==> src/core/mcs_pkg.sv <==
package mcs_pkg;
	// ============================================================
	// Register map (byte addresses on the APB bus)
	localparam logic [7:0] MCS_CTRL_OFS = 8'h00;
	localparam logic [7:0] MCS_STAT_OFS = 8'h04;
	localparam logic [7:0] MCS_IRQ_STAT_OFS = 8'h08;
	localparam logic [7:0] MCS_IRQ_EN_OFS = 8'h0c;
	localparam logic [7:0] MCS_IRQ_CLR_OFS = 8'h10;
	localparam logic [7:0] MCS_MGMT_OFS = 8'h14;

	// Control fields, used only while software control is selected.
	localparam int CTRL_W = 3;
	localparam int CTRL_FULL_BIT = 0;
	localparam int CTRL_REP_BIT = 1;
	localparam int CTRL_SPD_BIT = 2;
	localparam logic [2:0] CTRL_RST = 3'h0;

	// Interrupt bits.
	localparam int IRQ_W = 4;
	localparam int IRQ_COL = 0;
	localparam int IRQ_CRS = 1;
	localparam int IRQ_SQE = 2;
	localparam int IRQ_MGMT = 3;
	localparam logic [3:0] IRQ_RST = 4'h0;

	// Signal quality error test timing.
	localparam int CLK_PERIOD_NS = 40;
	localparam int SQE_DELAY_NS = 1000;
	localparam int SQE_WIDTH_NS = 1000;
	localparam int SQE_DELAY_CYC = (SQE_DELAY_NS + CLK_PERIOD_NS - 1) / CLK_PERIOD_NS;
	localparam int SQE_WIDTH_CYC = (SQE_WIDTH_NS + CLK_PERIOD_NS - 1) / CLK_PERIOD_NS;
	localparam logic [5:0] SQE_DELAY_LD = 6'(SQE_DELAY_CYC - 1);
	localparam logic [5:0] SQE_WIDTH_LD = 6'(SQE_WIDTH_CYC - 1);
	localparam logic [5:0] SQE_CNT_ZERO = 6'h00;

	// Receive symbol width in 100 Mb/s mode.
	localparam int SYM_W = 10;

	// Management frame layout and the one local management register.
	localparam logic [4:0] MGMT_SQE_REG = 5'h12;
	localparam int MGMT_SQE_INH_BIT = 2;
	localparam logic [15:0] MGMT_REG_RST = 16'h0000;
	localparam logic [5:0] MGMT_PRE_MIN = 6'h20;
	localparam logic [4:0] MGMT_HDR_END = 5'h0c;
	localparam logic [4:0] MGMT_DATA0 = 5'h0e;
	localparam logic [4:0] MGMT_LAST = 5'h1d;
	localparam logic [1:0] MGMT_OP_WR = 2'h1;
	localparam logic [1:0] MGMT_OP_RD = 2'h2;

	// Synchroniser depth for pins from outside the clock domain.
	localparam int SYNC_STAGES = 3;

	// Effective operating mode.
	typedef struct packed {
		logic full;
		logic repeater;
		logic speed100;
	} mcs_mode_t;

	// Pins that cross into the pclk domain.
	typedef struct packed {
		logic hw_rst_n;
		logic sw_mode;
		logic repeater;
		logic duplex;
		logic speed100;
		logic tx_en;
		logic rx_line;
		logic rx_carrier;
		logic mdc;
		logic mdio;
		logic [4:0] phy;
	} mcs_pins_t;
endpackage

==> src/core/mcs_sync.sv <==
`timescale 1ns/100ps
module mcs_sync #(
	parameter int W = 1
) (
	// Clock and reset.
	input wire logic clk,
	input wire logic rst_n,
	// Asynchronous inputs and their filtered copies.
	input wire logic [W-1:0] d,
	output logic [W-1:0] q
);
	import mcs_pkg::*;

	logic [SYNC_STAGES-1:0][W-1:0] st_r;
	logic [SYNC_STAGES-1:0][W-1:0] st_nxt;
	logic [W-1:0] q_r;
	logic [W-1:0] q_nxt;

	// A bit changes only once the last two stages agree.
	always_comb begin
		st_nxt = {st_r[SYNC_STAGES-2:0], d};
		q_nxt = q_r;
		for (int i = 0; i < W; i++) begin
			if (st_r[SYNC_STAGES-1][i] == st_r[SYNC_STAGES-2][i]) begin
				q_nxt[i] = st_r[SYNC_STAGES-1][i];
			end
		end
	end

	// Stage registers.
	always_ff @(posedge clk or negedge rst_n) begin
		if (!rst_n) begin
			st_r <= '0;
			q_r <= '0;
		end else begin
			st_r <= st_nxt;
			q_r <= q_nxt;
		end
	end

	assign q = q_r;
endmodule

==> src/core/mcs_mgmt.sv <==
`timescale 1ns/100ps
module mcs_mgmt (
	// Clock and reset.
	input wire logic pclk,
	input wire logic presetn,
	input wire logic run,
	// Synchronised management pins.
	input wire logic mdc_s,
	input wire logic mdio_s,
	input wire logic [4:0] phy_addr,
	// Data line drive.
	output logic mdio_drive,
	output logic mdio_drive_en,
	// Local register and write event.
	output logic [15:0] reg_q,
	output logic wr_done
);
	import mcs_pkg::*;

	typedef enum logic [1:0] {MG_IDLE, MG_START, MG_FRAME} mcs_mg_t;

	mcs_mg_t st_r, st_nxt;
	logic [5:0] pre_r, pre_nxt;
	logic [4:0] cnt_r, cnt_nxt;
	logic [11:0] hdr_r, hdr_nxt;
	logic [15:0] sh_r, sh_nxt;
	logic [15:0] reg_r, reg_nxt;
	logic o_r, o_nxt, oe_r, oe_nxt, mdc_d_r, wr_r, wr_nxt;
	logic rise, hit;

	// The station manager's clock is sampled; its rising edge times each bit.
	assign rise = mdc_s && !mdc_d_r;
	assign hit = (hdr_r[9:5] == phy_addr);

	// ============================================================
	// Frame decoder and responder
	always_comb begin
		st_nxt = st_r;
		pre_nxt = pre_r;
		cnt_nxt = cnt_r;
		hdr_nxt = hdr_r;
		sh_nxt = sh_r;
		reg_nxt = reg_r;
		o_nxt = o_r;
		oe_nxt = oe_r;
		wr_nxt = 1'b0;
		if (rise) begin
			case (st_r)
				MG_IDLE: begin
					if (mdio_s) begin
						pre_nxt = (pre_r == MGMT_PRE_MIN) ? pre_r : pre_r + 6'h01;
					end else begin
						if (pre_r == MGMT_PRE_MIN) st_nxt = MG_START;
						pre_nxt = 6'h00;
					end
				end
				MG_START: begin
					st_nxt = mdio_s ? MG_FRAME : MG_IDLE;
					cnt_nxt = 5'h00;
				end
				MG_FRAME: begin
					cnt_nxt = cnt_r + 5'h01;
					if (cnt_r < MGMT_HDR_END) hdr_nxt = {hdr_r[10:0], mdio_s};
					if (cnt_r == MGMT_HDR_END && hit && hdr_r[11:10] == MGMT_OP_RD) begin
						oe_nxt = 1'b1;
						o_nxt = 1'b0;
						sh_nxt = (hdr_r[4:0] == MGMT_SQE_REG) ? reg_r : 16'h0000;
					end else if (oe_r) begin
						o_nxt = sh_r[15];
						sh_nxt = {sh_r[14:0], 1'b0};
					end
					if (cnt_r >= MGMT_DATA0 && hdr_r[11:10] == MGMT_OP_WR) begin
						sh_nxt = {sh_r[14:0], mdio_s};
					end
					if (cnt_r == MGMT_LAST) begin
						oe_nxt = 1'b0;
						o_nxt = 1'b0;
						st_nxt = MG_IDLE;
						if (hit && hdr_r[11:10] == MGMT_OP_WR && hdr_r[4:0] == MGMT_SQE_REG) begin
							reg_nxt = {sh_r[14:0], mdio_s};
							wr_nxt = 1'b1;
						end
					end
				end
				default: st_nxt = MG_IDLE;
			endcase
		end
		if (!run) begin
			st_nxt = MG_IDLE;
			pre_nxt = 6'h00;
			cnt_nxt = 5'h00;
			reg_nxt = MGMT_REG_RST;
			o_nxt = 1'b0;
			oe_nxt = 1'b0;
		end
	end

	// Frame state registers.
	always_ff @(posedge pclk or negedge presetn) begin
		if (!presetn) begin
			st_r <= MG_IDLE;
			pre_r <= 6'h00;
			cnt_r <= 5'h00;
			hdr_r <= 12'h000;
			sh_r <= 16'h0000;
			reg_r <= MGMT_REG_RST;
			o_r <= 1'b0;
			oe_r <= 1'b0;
			mdc_d_r <= 1'b0;
			wr_r <= 1'b0;
		end else begin
			st_r <= st_nxt;
			pre_r <= pre_nxt;
			cnt_r <= cnt_nxt;
			hdr_r <= hdr_nxt;
			sh_r <= sh_nxt;
			reg_r <= reg_nxt;
			o_r <= o_nxt;
			oe_r <= oe_nxt;
			mdc_d_r <= mdc_s;
			wr_r <= wr_nxt;
		end
	end

	assign mdio_drive = o_r;
	assign mdio_drive_en = oe_r;
	assign reg_q = reg_r;
	assign wr_done = wr_r;
endmodule

==> src/core/mcs_top.sv <==
`timescale 1ns/100ps
module mcs_top (
	// APB slave.
	input wire logic pclk,
	input wire logic presetn,
	input wire logic psel,
	input wire logic penable,
	input wire logic pwrite,
	input wire logic [7:0] paddr,
	input wire logic [31:0] pwdata,
	output logic [31:0] prdata,
	output logic pready,
	output logic pslverr,
	// Straps and configuration pins.
	input wire logic hardware_reset_low,
	input wire logic pin_or_register_control_select,
	input wire logic node_repeater_select,
	input wire logic speed_100_select,
	input wire logic [4:0] phy_address,
	input wire logic duplex_select_pin,
	output logic duplex_select_drive,
	output logic duplex_select_drive_en,
	// MII status.
	input wire logic tx_en,
	input wire logic rx_line_active,
	input wire logic rx_carrier,
	input wire logic [mcs_pkg::SYM_W-1:0] rx_symbol,
	input wire logic rx_symbol_valid,
	output logic col,
	output logic crs,
	// Serial management.
	input wire logic mdc,
	input wire logic mdio_sample,
	output logic mdio_drive,
	output logic mdio_drive_en,
	// Interrupt.
	output logic irq
);
	import mcs_pkg::*;

	// ============================================================
	// Pin synchronisers and hardware reset
	mcs_pins_t pins_raw;
	mcs_pins_t pins_s;
	logic run;
	// All asynchronous pins are filtered into the pclk domain.
	assign pins_raw = {hardware_reset_low, pin_or_register_control_select,
		node_repeater_select, duplex_select_pin, speed_100_select, tx_en,
		rx_line_active, rx_carrier, mdc, mdio_sample, phy_address};
	mcs_sync #(.W($bits(mcs_pins_t))) u_sync (.clk(pclk), .rst_n(presetn),
		.d(pins_raw), .q(pins_s));
	// All but the bus, the control and interrupt enable registers and the duplex drive register run only while the hardware reset pin is high.
	assign run = pins_s.hw_rst_n;

	// ============================================================
	// Management responder
	logic [15:0] mgmt_reg;
	logic mgmt_wr;
	logic sqe_inh;

	mcs_mgmt u_mgmt (
		.pclk(pclk),
		.presetn(presetn),
		.run(run),
		.mdc_s(pins_s.mdc),
		.mdio_s(pins_s.mdio),
		.phy_addr(pins_s.phy),
		.mdio_drive(mdio_drive),
		.mdio_drive_en(mdio_drive_en),
		.reg_q(mgmt_reg),
		.wr_done(mgmt_wr)
	);
	assign sqe_inh = mgmt_reg[MGMT_SQE_INH_BIT];

	// ============================================================
	// Mode selection
	logic [CTRL_W-1:0] ctrl_r, ctrl_nxt;
	mcs_mode_t mode;

	// Pins decide in pin control; the control register decides otherwise.
	assign mode.full = pins_s.sw_mode ? ctrl_r[CTRL_FULL_BIT] : pins_s.duplex;
	assign mode.repeater = pins_s.sw_mode ? ctrl_r[CTRL_REP_BIT] : pins_s.repeater;
	assign mode.speed100 = pins_s.sw_mode ? ctrl_r[CTRL_SPD_BIT] : pins_s.speed100;

	// ============================================================
	// Receive activity
	function automatic logic two_gap(input logic [SYM_W-1:0] s);
		logic g;
		g = 1'b0;
		for (int i = 0; i < SYM_W - 2; i++) begin
			for (int j = i + 2; j < SYM_W; j++) begin
				g = g | (!s[i] && !s[j]);
			end
		end
		return g;
	endfunction

	logic act100_r, act100_nxt;
	logic rx_act, rx_crs;

	// Each symbol decides whether the 100 Mb/s line is active.
	always_comb begin
		act100_nxt = act100_r;
		if (!run || !mode.speed100) begin
			act100_nxt = 1'b0;
		end else if (rx_symbol_valid) begin
			act100_nxt = two_gap(rx_symbol);
		end
	end

	// Activity register.
	always_ff @(posedge pclk or negedge presetn) begin
		if (!presetn) begin
			act100_r <= 1'b0;
		end else begin
			act100_r <= act100_nxt;
		end
	end

	// At 10 Mb/s collision watches the unsquelched line, carrier the squelched one; at 100 Mb/s both watch symbol activity.
	assign rx_act = mode.speed100 ? act100_r : pins_s.rx_line;
	assign rx_crs = mode.speed100 ? act100_r : pins_s.rx_carrier;

	// ============================================================
	// SQE test sequencer
	typedef enum logic [1:0] {SQ_IDLE, SQ_WAIT, SQ_PULSE} mcs_sqe_t;
	mcs_sqe_t sq_r, sq_nxt;
	logic [5:0] sq_cnt_r, sq_cnt_nxt;
	logic tx_d_r;
	logic sqe_ok, sqe_on, sqe_done;
	// The test runs only in 10 Mb/s half-duplex node mode when not inhibited.
	assign sqe_ok = run && !mode.full && !mode.repeater && !mode.speed100 && !sqe_inh;
	assign sqe_on = (sq_r == SQ_PULSE);
	assign sqe_done = sqe_on && (sq_cnt_r == SQE_CNT_ZERO);
	// Wait after transmit ends, then pulse for a fixed width.
	always_comb begin
		sq_nxt = sq_r;
		sq_cnt_nxt = sq_cnt_r;
		case (sq_r)
			SQ_IDLE: begin
				if (tx_d_r && !pins_s.tx_en) begin
					sq_nxt = SQ_WAIT;
					sq_cnt_nxt = SQE_DELAY_LD;
				end
			end
			SQ_WAIT: begin
				if (sq_cnt_r == SQE_CNT_ZERO) begin
					sq_nxt = SQ_PULSE;
					sq_cnt_nxt = SQE_WIDTH_LD;
				end else begin
					sq_cnt_nxt = sq_cnt_r - 6'h01;
				end
			end
			SQ_PULSE: begin
				if (sq_cnt_r == SQE_CNT_ZERO) begin
					sq_nxt = SQ_IDLE;
				end else begin
					sq_cnt_nxt = sq_cnt_r - 6'h01;
				end
			end
			default: sq_nxt = SQ_IDLE;
		endcase
		if (!sqe_ok || pins_s.tx_en) begin
			sq_nxt = SQ_IDLE;
			sq_cnt_nxt = SQE_CNT_ZERO;
		end
	end

	// Sequencer registers.
	always_ff @(posedge pclk or negedge presetn) begin
		if (!presetn) begin
			sq_r <= SQ_IDLE;
			sq_cnt_r <= SQE_CNT_ZERO;
			tx_d_r <= 1'b0;
		end else begin
			sq_r <= sq_nxt;
			sq_cnt_r <= sq_cnt_nxt;
			tx_d_r <= pins_s.tx_en;
		end
	end

	// ============================================================
	// Collision and carrier outputs
	logic col_r, col_nxt, crs_r, crs_nxt, dpx_r, dpx_nxt;
	// Both outputs follow their causes and fall as soon as those end.
	always_comb begin
		col_nxt = run && !mode.full && ((pins_s.tx_en && rx_act) || sqe_on);
		crs_nxt = run && (rx_crs || (pins_s.tx_en && !mode.full && !mode.repeater));
		dpx_nxt = mode.full;
	end
	// Output registers; they change on pclk, not on any data clock.
	always_ff @(posedge pclk or negedge presetn) begin
		if (!presetn) begin
			col_r <= 1'b0;
			crs_r <= 1'b0;
			dpx_r <= 1'b0;
		end else begin
			col_r <= col_nxt;
			crs_r <= crs_nxt;
			dpx_r <= dpx_nxt;
		end
	end

	assign col = col_r;
	assign crs = crs_r;
	assign duplex_select_drive = dpx_r;
	assign duplex_select_drive_en = pins_s.sw_mode;

	// ============================================================
	// Register file and interrupts
	logic [IRQ_W-1:0] ev, irq_st_r, irq_st_nxt, irq_en_r, irq_en_nxt;
	logic [31:0] rdata_r, rdata_nxt;
	logic setup, wr_acc, mapped;
	// Setup phase and write access phase of the bus.
	assign setup = psel && !penable;
	assign wr_acc = psel && penable && pwrite;
	// Rising edges of collision and carrier, SQE end and management writes.
	always_comb begin
		ev = '0;
		ev[IRQ_COL] = col_nxt && !col_r;
		ev[IRQ_CRS] = crs_nxt && !crs_r;
		ev[IRQ_SQE] = sqe_done;
		ev[IRQ_MGMT] = mgmt_wr;
	end
	// Address decode for the error answer.
	always_comb begin
		case (paddr)
			MCS_CTRL_OFS, MCS_STAT_OFS, MCS_IRQ_STAT_OFS,
			MCS_IRQ_EN_OFS, MCS_IRQ_CLR_OFS, MCS_MGMT_OFS: mapped = 1'b1;
			default: mapped = 1'b0;
		endcase
	end
	// Writes in the access phase; read data is fetched in the setup phase.
	always_comb begin
		ctrl_nxt = ctrl_r;
		irq_en_nxt = irq_en_r;
		irq_st_nxt = irq_st_r;
		rdata_nxt = rdata_r;
		if (wr_acc) begin
			case (paddr)
				MCS_CTRL_OFS: ctrl_nxt = pwdata[CTRL_W-1:0];
				MCS_IRQ_EN_OFS: irq_en_nxt = pwdata[IRQ_W-1:0];
				MCS_IRQ_CLR_OFS: irq_st_nxt = irq_st_r & ~pwdata[IRQ_W-1:0];
				default: ;
			endcase
		end
		irq_st_nxt = run ? (irq_st_nxt | ev) : IRQ_RST;
		if (setup && !pwrite) begin
			case (paddr)
				MCS_CTRL_OFS: rdata_nxt = {29'h0, ctrl_r};
				MCS_STAT_OFS: rdata_nxt = {24'h0, !run, sqe_inh, pins_s.sw_mode, mode, crs_r, col_r};
				MCS_IRQ_STAT_OFS: rdata_nxt = {28'h0, irq_st_r};
				MCS_IRQ_EN_OFS: rdata_nxt = {28'h0, irq_en_r};
				MCS_MGMT_OFS: rdata_nxt = {16'h0, mgmt_reg};
				default: rdata_nxt = 32'h0;
			endcase
		end
	end
	// Register file flip-flops.
	always_ff @(posedge pclk or negedge presetn) begin
		if (!presetn) begin
			ctrl_r <= CTRL_RST;
			irq_en_r <= IRQ_RST;
			irq_st_r <= IRQ_RST;
			rdata_r <= 32'h0;
		end else begin
			ctrl_r <= ctrl_nxt;
			irq_en_r <= irq_en_nxt;
			irq_st_r <= irq_st_nxt;
			rdata_r <= rdata_nxt;
		end
	end

	assign prdata = rdata_r;
	assign pready = 1'b1;
	assign pslverr = psel && penable && !mapped;
	assign irq = |(irq_st_r & irq_en_r);
endmodule

==> config.mk <==
export PLATFORM = sky130hd
export DESIGN_NAME = mcs_top
export DESIGN_NICKNAME = d
export VERILOG_FILES = /design/src/core/mcs_pkg.sv /design/src/core/mcs_sync.sv /design/src/core/mcs_mgmt.sv /design/src/core/mcs_top.sv
export SDC_FILE = /design/constraint.sdc
export NUM_CORES = 1
export LEC_CHECK = 0
export ABC_AREA = 1
export BUFFER_PORTS_ARGS = -buffer_cell sky130_fd_sc_hd__buf_2
export CAP_MARGIN = 20
export CORE_MARGIN = 5
export CORE_UTILIZATION = 54
export CTS_BUF_LIST = sky130_fd_sc_hd__clkbuf_8
export CTS_CLUSTER_SIZE = 24
export DETAILED_ROUTE_END_ITERATION = 8
export GPL_TIMING_DRIVEN = 0
export PLACE_DENSITY = 0.75
export SETUP_SLACK_MARGIN = 0.3
export SYNTH_ARGS = -nofsm -noshare
export SYNTH_HDL_FRONTEND = slang
export SYNTH_HIERARCHICAL = 1
export SYNTH_SLANG_ARGS = --single-unit
==> constraint.sdc <==
create_clock -name pclk -period 1.7 [get_ports pclk]
set_input_delay 0.51 -clock pclk [delete_from_list [all_inputs] [get_ports pclk]]
set_output_delay 0.51 -clock pclk [all_outputs]
set_load 0.02 [all_outputs]
Word level (Yosys, flattened, before mapping)
Cells that the tools add are included. Widths: inputs -> output; s select.

Add/subtract/negate cells: 3. Magnitude comparators: 2. Equality and inequality tests: 47. Mux-type cells: 61. Bitwise operators: 39. Reduce and logical (&&, ||, !) cells: 108.

Operator list (count): $mux 16 (9); $pmux 16 s5 (1); $logic_and 1x1->1 (60); $mux 6 (9); $or 1x1->1 (35); $logic_not 1->1 (23); $mux 1 (23); $reduce_and 3->1 (7); $mux 2 (10); $pmux 6 s3 (1); $eq 8x4->1 const B (2); $eq 8x5->1 const B (2); $eq 1x1->1 (15); $mux 4 (3); $ne 3x3->1 const B (4); $pmux 2 s3 (2); $eq 5x5->1 const B (2); $mux 5 (2); $ne 2x1->1 const B (5); $pmux 5 s2 (1); $ne 3x1->1 const B (3); $ne 3x2->1 const B (3); $and 4x4->4 (2); $eq 8x3->1 const B (1); 24 further kinds (35).

Register bits after elaboration: 177. Bits of input ports: 71. Output and inout port bits: 41. Logic and storage cells: 299.

Depth between registers and ports, before layout
Gate-level depths: netlist of the first run.

Word-level depth: 39. Depth in mapped cells: 12. Depth with buffers taken out: 11.

Modules after synthesis
The synthesis of the first run kept the hierarchy.

By module, submodules not included: mcs_mgmt (times used 1, cells each 432, area an instance 3397.0 sq um, sequential area each 1526.5 sq um); mcs_top (times used 1, cells each 349, area an instance 2593.7 sq um, sequential area each 1001.0 sq um); mcs_sync (times used 1, cells each 120, area an instance 1745.4 sq um, sequential area each 1501.4 sq um).

Least setup slack after synthesis of the first run
Ideal clock, no wire load.

Path kind: input to output. From: in paddr[6]. To: out pslverr. Arrival time: 1.428 ns. Data required time: 1.190 ns. Path slack: -0.238 ns. Stages on the path: 7. Path buffers: 1. Cell sequence: inv_1 nand2_1 nor2_1 buf_2 nand2_2 nand2_1 nor3_1.

Longest elaborated chain between the ends: 5. Elaborated cells on any way between the ends: 10. Classes of those cells: 5 x eq/ne; 1 x mux; 4 x reduce/logical.

RTL lines: start: declaration (RTL line mcs_top.sv:9) `input wire logic [7:0] paddr,`; $eq 8x3->1, or another cell as far along (RTL line mcs_top.sv:227) `case (paddr)`; $reduce_or 6->1 (*) (RTL line mcs_top.sv:227); $mux 1 (*) (RTL line mcs_top.sv:227); $logic_not 1->1 (*) (RTL line mcs_top.sv:276) `assign pslverr = psel && penable && !mapped;`; $logic_and 1x1->1 (*) (RTL line mcs_top.sv:276); end: declaration (RTL line mcs_top.sv:13) `output logic pslverr,`.

Mark *: on every way between the ends. The rest lies on a longest branch, timed or not.

Final worst setup path of the first run
From: in paddr[5]. To: out pslverr.

Same word-level chain as after synthesis.

==> impl_metrics.yaml, run 1 <==
timing:
  holdWs_ps: 8.37
  finalMaxSlewViolations: 0
  timing.fmax_mhz: 535
  worst_pin_slew_ps: 614
  setup_ws_ps: -170
  slew_headroom: 0.590
  setup-tns-final_ps: -846
  rsz0062_at_grt: "yes"
  fin_skew_ps: 9.15
  fin_crit_ps: 1870
  period_share: 1.10
  finalHoldViolCount: 0
  setup_viol: 16
power:
  pwr-share-comb: 0.194
  ir_drop_uv: 654
  internal_power_w: 0.00607
  netSwitchingPower_w: 0.00274
  powerDensity_nw_per_um2: 848
  p_seq_frac: 0.479
  p_clk_frac: 0.328
  leakage_nw: 5.30
  p_sw_frac: 0.311
critical_path:
  critPathMaxStageDelay_ps: 140
  critPathLaunch: "paddr[5]"
  crit_slowest_cell: "nor2_4"
  endpoint_kind: "primary output"
  rr_worst_depth: 13
  reg2reg_slack_ps: -60
  required_ps: 1190
  critPathKind: "primary input to primary output"
  r2r-start: "u_mgmt/cnt_r[1]"
  startpoint_type: "primary input"
  critical_path.cell_chain: "buf_6 > nor2_4 > nand2_2 > nor2_4 > buf_6 > nand2_8 > nand2_4 > nor3_4 > buf_6"
  crit_top_cell: "buf_6"
  timing.rr.end: "u_mgmt/sh_r[8]"
  crit_fanout: 2
  crit_arrival_ps: 1360
cts:
  clock_sinks: 161
  cts_tree: "built"
  clk_pin_slew_worst_paths_ps: 90
  clockBufferDepth: 2
  clk_latency_ps: 450
  htreeDepth: 4
  cts_buffers: 17
  cts-root-buf: "clkbuf_8"
outcome:
  violations: "setup timing"
  status: "finished with violations"
drt:
  routed_wl_mm: 18.8
  drt-wirelength-per-cell_um: 14.7
  vias: 6678
  postRouteAntennaNets: 0
  viasPerCell: 5.20
  dr.pass1.iters: 5
  drc: 0
  dr.first_iter.drc_count: 464
cells_and_area:
  final_nets: 1173
  final_util: 0.744
  area_growth_pct: 34.5
  drive_above_1_share: 0.371
  antenna_cells: 0
logic_synthesis:
  synth.distinct_cells: 42
  avgSynthCellArea_um2: 8.59
  yosysSeqAreaShare: 0.521
  synth-seq-cells: 161
  async_reset_ff_frac: 1.00
  ys_warn_count: 6
  synth_cells: 901
  synth_edf_count: 0
  synth_flop_cell: "dfrtp_1"
  synth_area_um2: 7740
flow_run:
  drv_cap: 0
floorplan:
  dieHeight_um: 130
  num_io_pins: 112
  core_area_um2: 14000
  dieArea_um2: 16800
  rows: 43
  dieWidth_um: 130
  start_util: 0.553
place:
  place.gp.congestion: 0.882
  numPortBuffers: 66
  dp_hpwl_mm: 10.9
min_path:
  hp-class: "primary input to asynchronous set/reset pin"
global_routing:
  grt_first_pass_wirelength_mm: 29.3
  grt_pass1_vias: 6245
  grt_start_max_net_pins: 85
  antenna_found_initial: 0
  grt_overflow: 0
  grt_usage: 0.217
[cell type report]
| class | count | area [µm²] |
|---|---|---|
| Clock inverter | 15 | 173 |
| Clock buffer | 17 | 234 |
| Timing Repair Buffer | 154 | 1340 |
| Tap cell | 180 | 225 |
| Fill cell | 956 | 3590 |
| Multi-Input combinational cell | 604 | 3620 |
| Buffer | 42 | 334 |
| Sequential cell | 161 | 4040 |
| Inverter | 110 | 438 |
[layer usage]
metal / track usage / wire length [µm] / vias to the layer above
li1: - / - / 3240
met1: 0.289 / 8040 / 3187
met2: 0.356 / 9420 / 218
met3: 0.0483 / 1080 / 33
met4: 0.0697 / 308 / 0
met5: 0 / 0 / -
[power by group through the flow]
stage / Clock (W) / Sequential [W] / Combinational (W)
floorplan: 0 / 0.00429 / 0.000761
global placement: 0 / 0.00429 / 0.00110
detailed placement: 0 / 0.00430 / 0.00113
CTS: 0.00293 / 0.00420 / 0.00143
global route: 0.00313 / 0.00425 / 0.00187
finish: 0.00289 / 0.00422 / 0.00171
[Yosys cell counts (10+ instances only)]
cell type | n | area share
inv_2 | 13 | 0.0063
nor2_1 | 70 | 0.034
nand3_1 | 56 | 0.036
nand3_2 | 10 | 0.013
buf_2 | 10 | 0.0065
nand2_1 | 246 | 0.12
nand4_1 | 45 | 0.036
buf_4 | 21 | 0.020
inv_1 | 95 | 0.046
o21ai_1 | 12 | 0.0078
o21ai_0 | 33 | 0.021
ha_1 | 12 | 0.019
dfrtp_1 | 161 | 0.52
a21oi_1 | 30 | 0.019
nand2_2 | 12 | 0.0097
[stage by stage]
stage	cells	cell area, µm²	worst slack [ps]	power, W
after floorplan	916	7880	0.576	0.00505
after global placement	1162	8440	-2290	0.00539
after detailed placement	1163	8480	-395	0.00543
after CTS	1256	9920	-171	0.00857
after global routing	1283	10400	-215	0.00925
final	1283	10400	-170	0.00882
[critical path: cells and delay by family]
family / cells / cell delay [ps]
buffers and inverters: 3 / 370
and+or+nand+nor: 6 / 480
[sequential cells by signal (all words and copies together), names as in the netlist, 2 cells and up]
register and flops:
u_mgmt/hdr_r 12, irq_en_r 4, ctrl_r 3, u_mgmt/cnt_r 5, u_mgmt/st_r 2, sq_cnt_r 6
u_mgmt/pre_r 6, prdata 16, sq_r 2, u_sync/st_r 15, irq_st_r 4, u_sync/st_nxt 30
u_mgmt/reg_q 16, u_sync/q 15, u_mgmt/sh_r 16
[worst max-delay path by stage]
stage	endpoint	slack [ps]	cells after the start
after detailed placement	pslverr	-400	9
final	pslverr	-170	9
after floorplan	pslverr	0.6	7
after CTS	pslverr	-170	9
after global routing	pslverr	-210	8
after global placement	u_sync/st_nxt[17]	-2290	1
[layout by cell type, fill, tap and decap left out, drive strengths merged, types with 4 or more instances in the layout]
master,count
a21oi,31
buf,190
clkbuf,23
clkinv,8
conb,17
dfrtp,161
ha,12
inv,115
nand2,260
nand3,66
nand3b,4
nand4,48
nor2,86
nor3,8
o21ai,51
xor2,6
[cells by family (layout without fill, tap and decap cells)]
kind of cell	after synthesis	after routing	synth area share
AO/OA/AOI/OAI	87	87	0.0623
XOR/XNOR	7	7	0.00890
adder cells (fa/ha/maj)	12	12	0.0194
buffers and inverters	152	338	0.0906
flip-flops	161	161	0.521
multiplexers	3	3	0.00437
other	2	17	0.000971
AND/OR/NAND/NOR	477	478	0.293
[what timing repair did]
action	4_1_cts	5_1_grt
pin swaps	51	58
hold buffers	0	0
setup endpoints to repair	83	93
resized for setup	156	84
setup buffers	56	26
gates cloned	5	1
hold endpoints to repair	0	0
No activity file was read; power rests on OpenSTA's default activity.
==> run 2: changes to the inputs <==
- CORE_ASPECT_RATIO: default -> 1.1
==> impl_metrics.yaml, run 2 (same netlist as run 1, synthesis figures left out) <==
outcome:
  status: "finished with violations"
  violations: "setup timing"
cts:
  clock_sinks: 161
  cts_buffers: 17
  clk_pin_slew_worst_paths_ps: 90
  cts_tree: "built"
  clk_latency_ps: 450
  htreeDepth: 4
  clockBufferDepth: 2
  cts-root-buf: "clkbuf_8"
place:
  numPortBuffers: 66
  dpl_worst_slack_ps: -381
  place.gp.congestion: 0.877
  dp_hpwl_mm: 11.1
drt:
  viasPerCell: 5.10
  dr.first_iter.drc_count: 502
  dr.pass1.iters: 5
  drt-wirelength-per-cell_um: 14.5
  postRouteAntennaNets: 0
  vias: 6565
  drc: 0
  routed_wl_mm: 18.6
power:
  p_clk_frac: 0.320
  pwr-share-comb: 0.195
  p_sw_frac: 0.305
  p_seq_frac: 0.485
  internal_power_w: 0.00604
  leakage_nw: 5.26
  powerDensity_nw_per_um2: 848
  netSwitchingPower_w: 0.00265
  ir_drop_uv: 536
cells_and_area:
  area_growth_pct: 32.5
  largest_reg_flops: 30
  final_nets: 1168
  final_cell_mix: "nand2_1 (203), dfrtp_1 (157), buf_4 (80), inv_1 (79), nor2_1 (60)"
  n_fill_cell: 982
  layout_commonest_cell: "nand2_1"
  drive_above_1_share: 0.363
  antenna_cells: 0
critical_path:
  critPathMaxStageDelay_ps: 410
  crit_arrival_ps: 2180
  crit_buf_inv: 4
  required_ps: 2090
  critical_path.cell_chain: "inv_2 > ha_4 > nand2_4 > nor2_4 > nand4_1 > nor2_4 > buf_6 > buf_6 > buf_6 > nand4_1 > nand2_1"
  startpoint_type: "register"
  critPathKind: "register to register"
  endpoint_kind: "register"
  rr_worst_depth: 11
  cp_num_cells: 11
  crit_family: "simple AND/OR/NAND/NOR gates"
  crit_fanout: 5
  crit_top_cell: "buf_6"
  crit_slowest_cell: "dfrtp_1"
timing:
  fin_skew_ps: 15.1
  setup_viol: 34
  setup_ws_ps: -90.6
  finalMaxSlewViolations: 0
  timing.fmax_mhz: 558
  period_share: 1.05
  slew_headroom: 0.585
  worst_pin_slew_ps: 623
  fin_crit_ps: 1790
  finalHoldViolCount: 0
  setup-tns-final_ps: -1370
  rsz0062_at_grt: "yes"
global_routing:
  grt_usage: 0.215
  antenna_found_initial: 0
  grt_first_pass_wirelength_mm: 28.8
  grt_overflow: 0
  grt_pass1_vias: 6294
  grt_start_max_net_pins: 86
floorplan:
  num_io_pins: 112
  start_util: 0.556
  dieWidth_um: 124
  core_area_um2: 13900
  dieArea_um2: 16800
  dieHeight_um: 136
  rows: 45
min_path:
  hp-class: "primary input to asynchronous set/reset pin"
flow_run:
  drv_cap: 0
==> run 2: changes by cell type in the layout (fill, tap and decap cells not counted), moves of 3 or more <==
| cell | before | now |
|---|---|---|
| o21ai_0 | 23 | 20 |
| clkinv_2 | 1 | 6 |
| buf_4 | 85 | 80 |
| nand2_8 | 5 | 2 |
| nand2_1 | 200 | 203 |
| buf_6 | 50 | 55 |
| buf_12 | 4 | 1 |
==> run 2: path summary, 6_finish.rpt <==
path / endpoint / startpoint / slack, ps
max: u_mgmt/reg_q[8] / u_mgmt/cnt_r[1] / -90
min: u_sync/st_r[43] / presetn / 30
max reg2reg: u_mgmt/reg_q[8] / u_mgmt/cnt_r[1] / -90
min reg2reg: u_sync/st_nxt[44] / u_sync/st_nxt[29] / 350
max in group asynchronous: prdata[0] / presetn / 880
min in group pclk: u_sync/st_nxt[18] / phy_address[3] / 160
==> run 2: metrics by stage <==
step | hold slack (ps) | cell area (µm²) | cells | util | power [W]
6_report | 31.2 | 10300 | 1286 | 0.737 | 0.00869
5_1_grt | 69.3 | 10300 | 1286 | 0.737 | 0.00909
4_1_cts | 44.4 | 9670 | 1250 | 0.695 | 0.00841
3_5_place_dp | 336 | 8490 | 1171 | 0.610 | 0.00543
3_3_place_gp | 332 | 8450 | 1170 | 0.608 | 0.00539
2_1_floorplan | 214 | 7880 | 916 | - | 0.00505
==> run 2: final cells by class <==
type / count / area [µm²] / area share
Multi-Input combinational cell: 604 / 3580 / 0.349
Buffer: 42 / 322 / 0.0314
Inverter: 110 / 429 / 0.0419
Tap cell: 188 / 235 / 0.0229
Clock buffer: 17 / 234 / 0.0228
Timing Repair Buffer: 149 / 1260 / 0.123
Sequential cell: 161 / 4030 / 0.394
Clock inverter: 15 / 156 / 0.0153
==> run 2: power by group through the flow <==
stage | Combinational, W | Sequential, W | Clock, W
6_report | 0.00169 | 0.00422 | 0.00278
5_1_grt | 0.00185 | 0.00425 | 0.00299
3_3_place_gp | 0.00110 | 0.00429 | 0
3_5_place_dp | 0.00113 | 0.00430 | 0
4_1_cts | 0.00135 | 0.00421 | 0.00284
2_1_floorplan | 0.000761 | 0.00429 | 0
==> run 2: repair_timing <==
item / CTS / global route
setup buffers: 42 / 35
gates resized for setup: 138 / 93
pin swaps: 45 / 51
setup endpoints to repair: 87 / 93
hold buffers: 0 / 0
cloned: 5 / 1
==> run 2: metal layers <==
metal  part of all wire  track usage  wire length (µm)  vias up
met5                  0            0                 0        -
met2               0.52        0.365              9690      176
li1                   -            -                 -     3224
met3              0.048       0.0455               896       28
met1               0.42        0.272              7720     3137
met4              0.015       0.0718               285        0
==> run 2: worst register-to-register path, cell delays in order (launching register included) <==
cell	delay [ps]
dfrtp_1	410
inv_2	120
ha_4	160
nand2_4	50
nor2_4	90
nand4_1	150
nor2_4	210
buf_6	140
buf_6	110
buf_6	110
nand4_1	100
nand2_1	90
==> run 3: changes to the inputs <==
--- a/config.mk
+++ b/config.mk
@@ -11,10 +11,10 @@
 export CORE_ASPECT_RATIO = 1.1
 export CORE_MARGIN = 5
-export CORE_UTILIZATION = 54
+export CORE_UTILIZATION = 55
 export CTS_BUF_LIST = sky130_fd_sc_hd__clkbuf_8
 export CTS_CLUSTER_SIZE = 24
 export DETAILED_ROUTE_END_ITERATION = 8
 export GPL_TIMING_DRIVEN = 0
-export PLACE_DENSITY = 0.75
+export PLACE_DENSITY = 0.73
 export SETUP_SLACK_MARGIN = 0.3
 export SYNTH_ARGS = -nofsm -noshare
==> constraint.sdc (replaced) <==
create_clock -name pclk -period 1.9 [get_ports pclk]
set_input_delay 0.57 -clock pclk [delete_from_list [all_inputs] [get_ports pclk]]
set_output_delay 0.57 -clock pclk [all_outputs]
set_load 0.1 [all_outputs]
==> impl_metrics.yaml, run 3 (same netlist as run 1, synthesis figures left out) <==
cells_and_area:
  drive_above_1_share: 0.316
  largest_reg_flops: 30
  area_growth_pct: 30.1
  design_area_um2: 10100
  layout_commonest_cell: "nand2_1"
  antenna_cells: 0
  final_cell_mix: "nand2_1 (199), dfrtp_1 (155), inv_1 (93), nor2_1 (64), buf_4 (64)"
  final_nets: 1143
floorplan:
  dieHeight_um: 134
  num_io_pins: 112
  start_util: 0.561
  dieArea_um2: 16500
  dieWidth_um: 123
  core_area_um2: 13800
  rows: 45
min_path:
  hp-class: "primary input to asynchronous set/reset pin"
drt:
  routed_wl_mm: 17.7
  dr.pass1.iters: 5
  drt-wirelength-per-cell_um: 14.0
  vias: 6317
  dr.first_iter.drc_count: 511
  postRouteAntennaNets: 0
  viasPerCell: 5.01
  drc: 0
critical_path:
  reg2reg_slack_ps: 120
  critical_path.cell_chain: "buf_2 > nor2_4 > nand2_4 > nor2_8 > nand2_8 > nand2_4 > nor3_4 > buf_12"
  critPathKind: "primary input to primary output"
  crit_fanout: 6
  required_ps: 1330
  crit_buf_inv: 2
  critPathMaxStageDelay_ps: 170
  r2r-start: "u_mgmt/cnt_r[1]"
  cp_num_cells: 8
  crit_slowest_cell: "nor2_8"
  critPathLaunch: "paddr[1]"
  startpoint_type: "primary input"
  cp-endpoint: "pslverr"
  crit_top_cell: "nand2_4"
  crit_family: "simple AND/OR/NAND/NOR gates"
  endpoint_kind: "primary output"
  timing.rr.end: "u_mgmt/sh_r[11]"
  crit_arrival_ps: 1470
  rr_worst_depth: 12
power:
  powerDensity_nw_per_um2: 790
  netSwitchingPower_w: 0.00243
  pwr-share-comb: 0.197
  internal_power_w: 0.00553
  p_seq_frac: 0.476
  ir_drop_uv: 548
  p_sw_frac: 0.305
  p_clk_frac: 0.327
  leakage_nw: 5.22
place:
  dp_hpwl_mm: 11.0
  dpl-instance-area_um2: 8420
  place.gp.congestion: 0.887
  dpl_worst_slack_ps: -488
  numPortBuffers: 66
timing:
  slew_headroom: 0.635
  worst_pin_slew_ps: 548
  setup_viol: 1
  period_share: 1.07
  finalHoldViolCount: 0
  rsz0062_at_grt: "yes"
  finalMaxSlewViolations: 0
  fin_crit_ps: 2040
  fin_skew_ps: 9.29
  setup_ws_ps: -142
  timing.fmax_mhz: 490
global_routing:
  antenna_found_initial: 0
  grt_pass1_vias: 6280
  grt_first_pass_wirelength_mm: 29.0
  grt_usage: 0.220
  grt_start_max_net_pins: 93
  grt_overflow: 0
cts:
  clk_pin_slew_worst_paths_ps: 90
  clockBufferDepth: 2
  clk_latency_ps: 460
  htreeDepth: 4
  clock_sinks: 161
  cts-root-buf: "clkbuf_8"
  cts_buffers: 17
  cts_tree: "built"
outcome:
  status: "finished with violations"
  violations: "setup timing"
flow_run:
  drv_cap: 0
==> run 3: cell count changes in the layout (fill, tap and decap cells not counted), sizes merged <==
cell / delta
buf: -26
bufinv: +2
clkbuf: +2
clkinv: -5
clkinvlp: +2
nor2: -1
==> run 3: power groups by stage <==
| stage | combinational (W) | clock (W) | sequential (W) |
|---|---|---|---|
| 6_report | 0.00157 | 0.00260 | 0.00379 |
| 4_1_cts | 0.00147 | 0.00268 | 0.00379 |
| 3_3_place_gp | 0.00128 | 0 | 0.00384 |
| 2_1_floorplan | 0.000828 | 0 | 0.00398 |
| 5_1_grt | 0.00171 | 0.00285 | 0.00381 |
| 3_5_place_dp | 0.00131 | 0 | 0.00385 |
==> run 3: worst reg2reg max path: stages, from the launching register on <==
cell	delay [ps]
dfrtp_1	400
inv_2	90
buf_6	110
ha_4	110
nand2_1	40
inv_1	60
nand2_2	80
nor2_8	120
nand4_4	150
a21oi_4	260
buf_6	190
nand2_2	70
nand2_2	60
==> run 3: stage by stage <==
step,util,std cells,total power [W],setup TNS (ps),hold slack (ps)
after floorplan,-,916,0.00481,-479,274
after global placement,0.608,1170,0.00512,-347510,332
after detailed placement,0.610,1171,0.00516,-488,335
after CTS,0.703,1237,0.00793,-131,55.3
after global routing,0.730,1260,0.00838,-195,69.1
final,0.730,1260,0.00795,-142,51.1
==> run 3: layout make-up <==
cell class,count,area [µm²]
plain buffers,42,323
clock buffers,17,234
clock inverters,14,176
fillers,979,3730
inverters,110,414
multi-input cells,603,3380
flip-flops and latches,161,4040
well taps,188,235
repair buffers,125,1270
==> run 3: repair_timing <==
item                       CTS  global route
gates resized for setup    155            65
setup endpoints to repair   75            76
setup buffers               32            22
hold buffers                 0             0
pin swaps                   35            44
gates cloned                 3             1
==> run 3: worst min path at each step <==
| stage | startpoint | endpoint | slack (ps) | cells past startpoint |
|---|---|---|---|---|
| after floorplan | presetn | act100_r | 270 | 0 |
| after global placement | u_sync/st_nxt[18] | u_sync/st_nxt[33] | 330 | 0 |
| after detailed placement | u_sync/st_nxt[20] | u_sync/st_nxt[35] | 330 | 0 |
| after CTS | presetn | sq_cnt_r[3] | 60 | 1 |
| after global routing | presetn | sq_cnt_r[3] | 70 | 1 |
| final | presetn | duplex_select_drive | 50 | 1 |
==> run 3: routing by layer <==
| layer | vias up | share of wire | wire length [µm] | track usage |
|---|---|---|---|---|
| met5 | - | 0 | 0 | 0 |
| met4 | 0 | 0.025 | 440 | 0.0812 |
| met3 | 40 | 0.038 | 670 | 0.0493 |
| met2 | 133 | 0.51 | 9040 | 0.362 |
| met1 | 2968 | 0.43 | 7540 | 0.284 |
| li1 | 3176 | - | - | - |
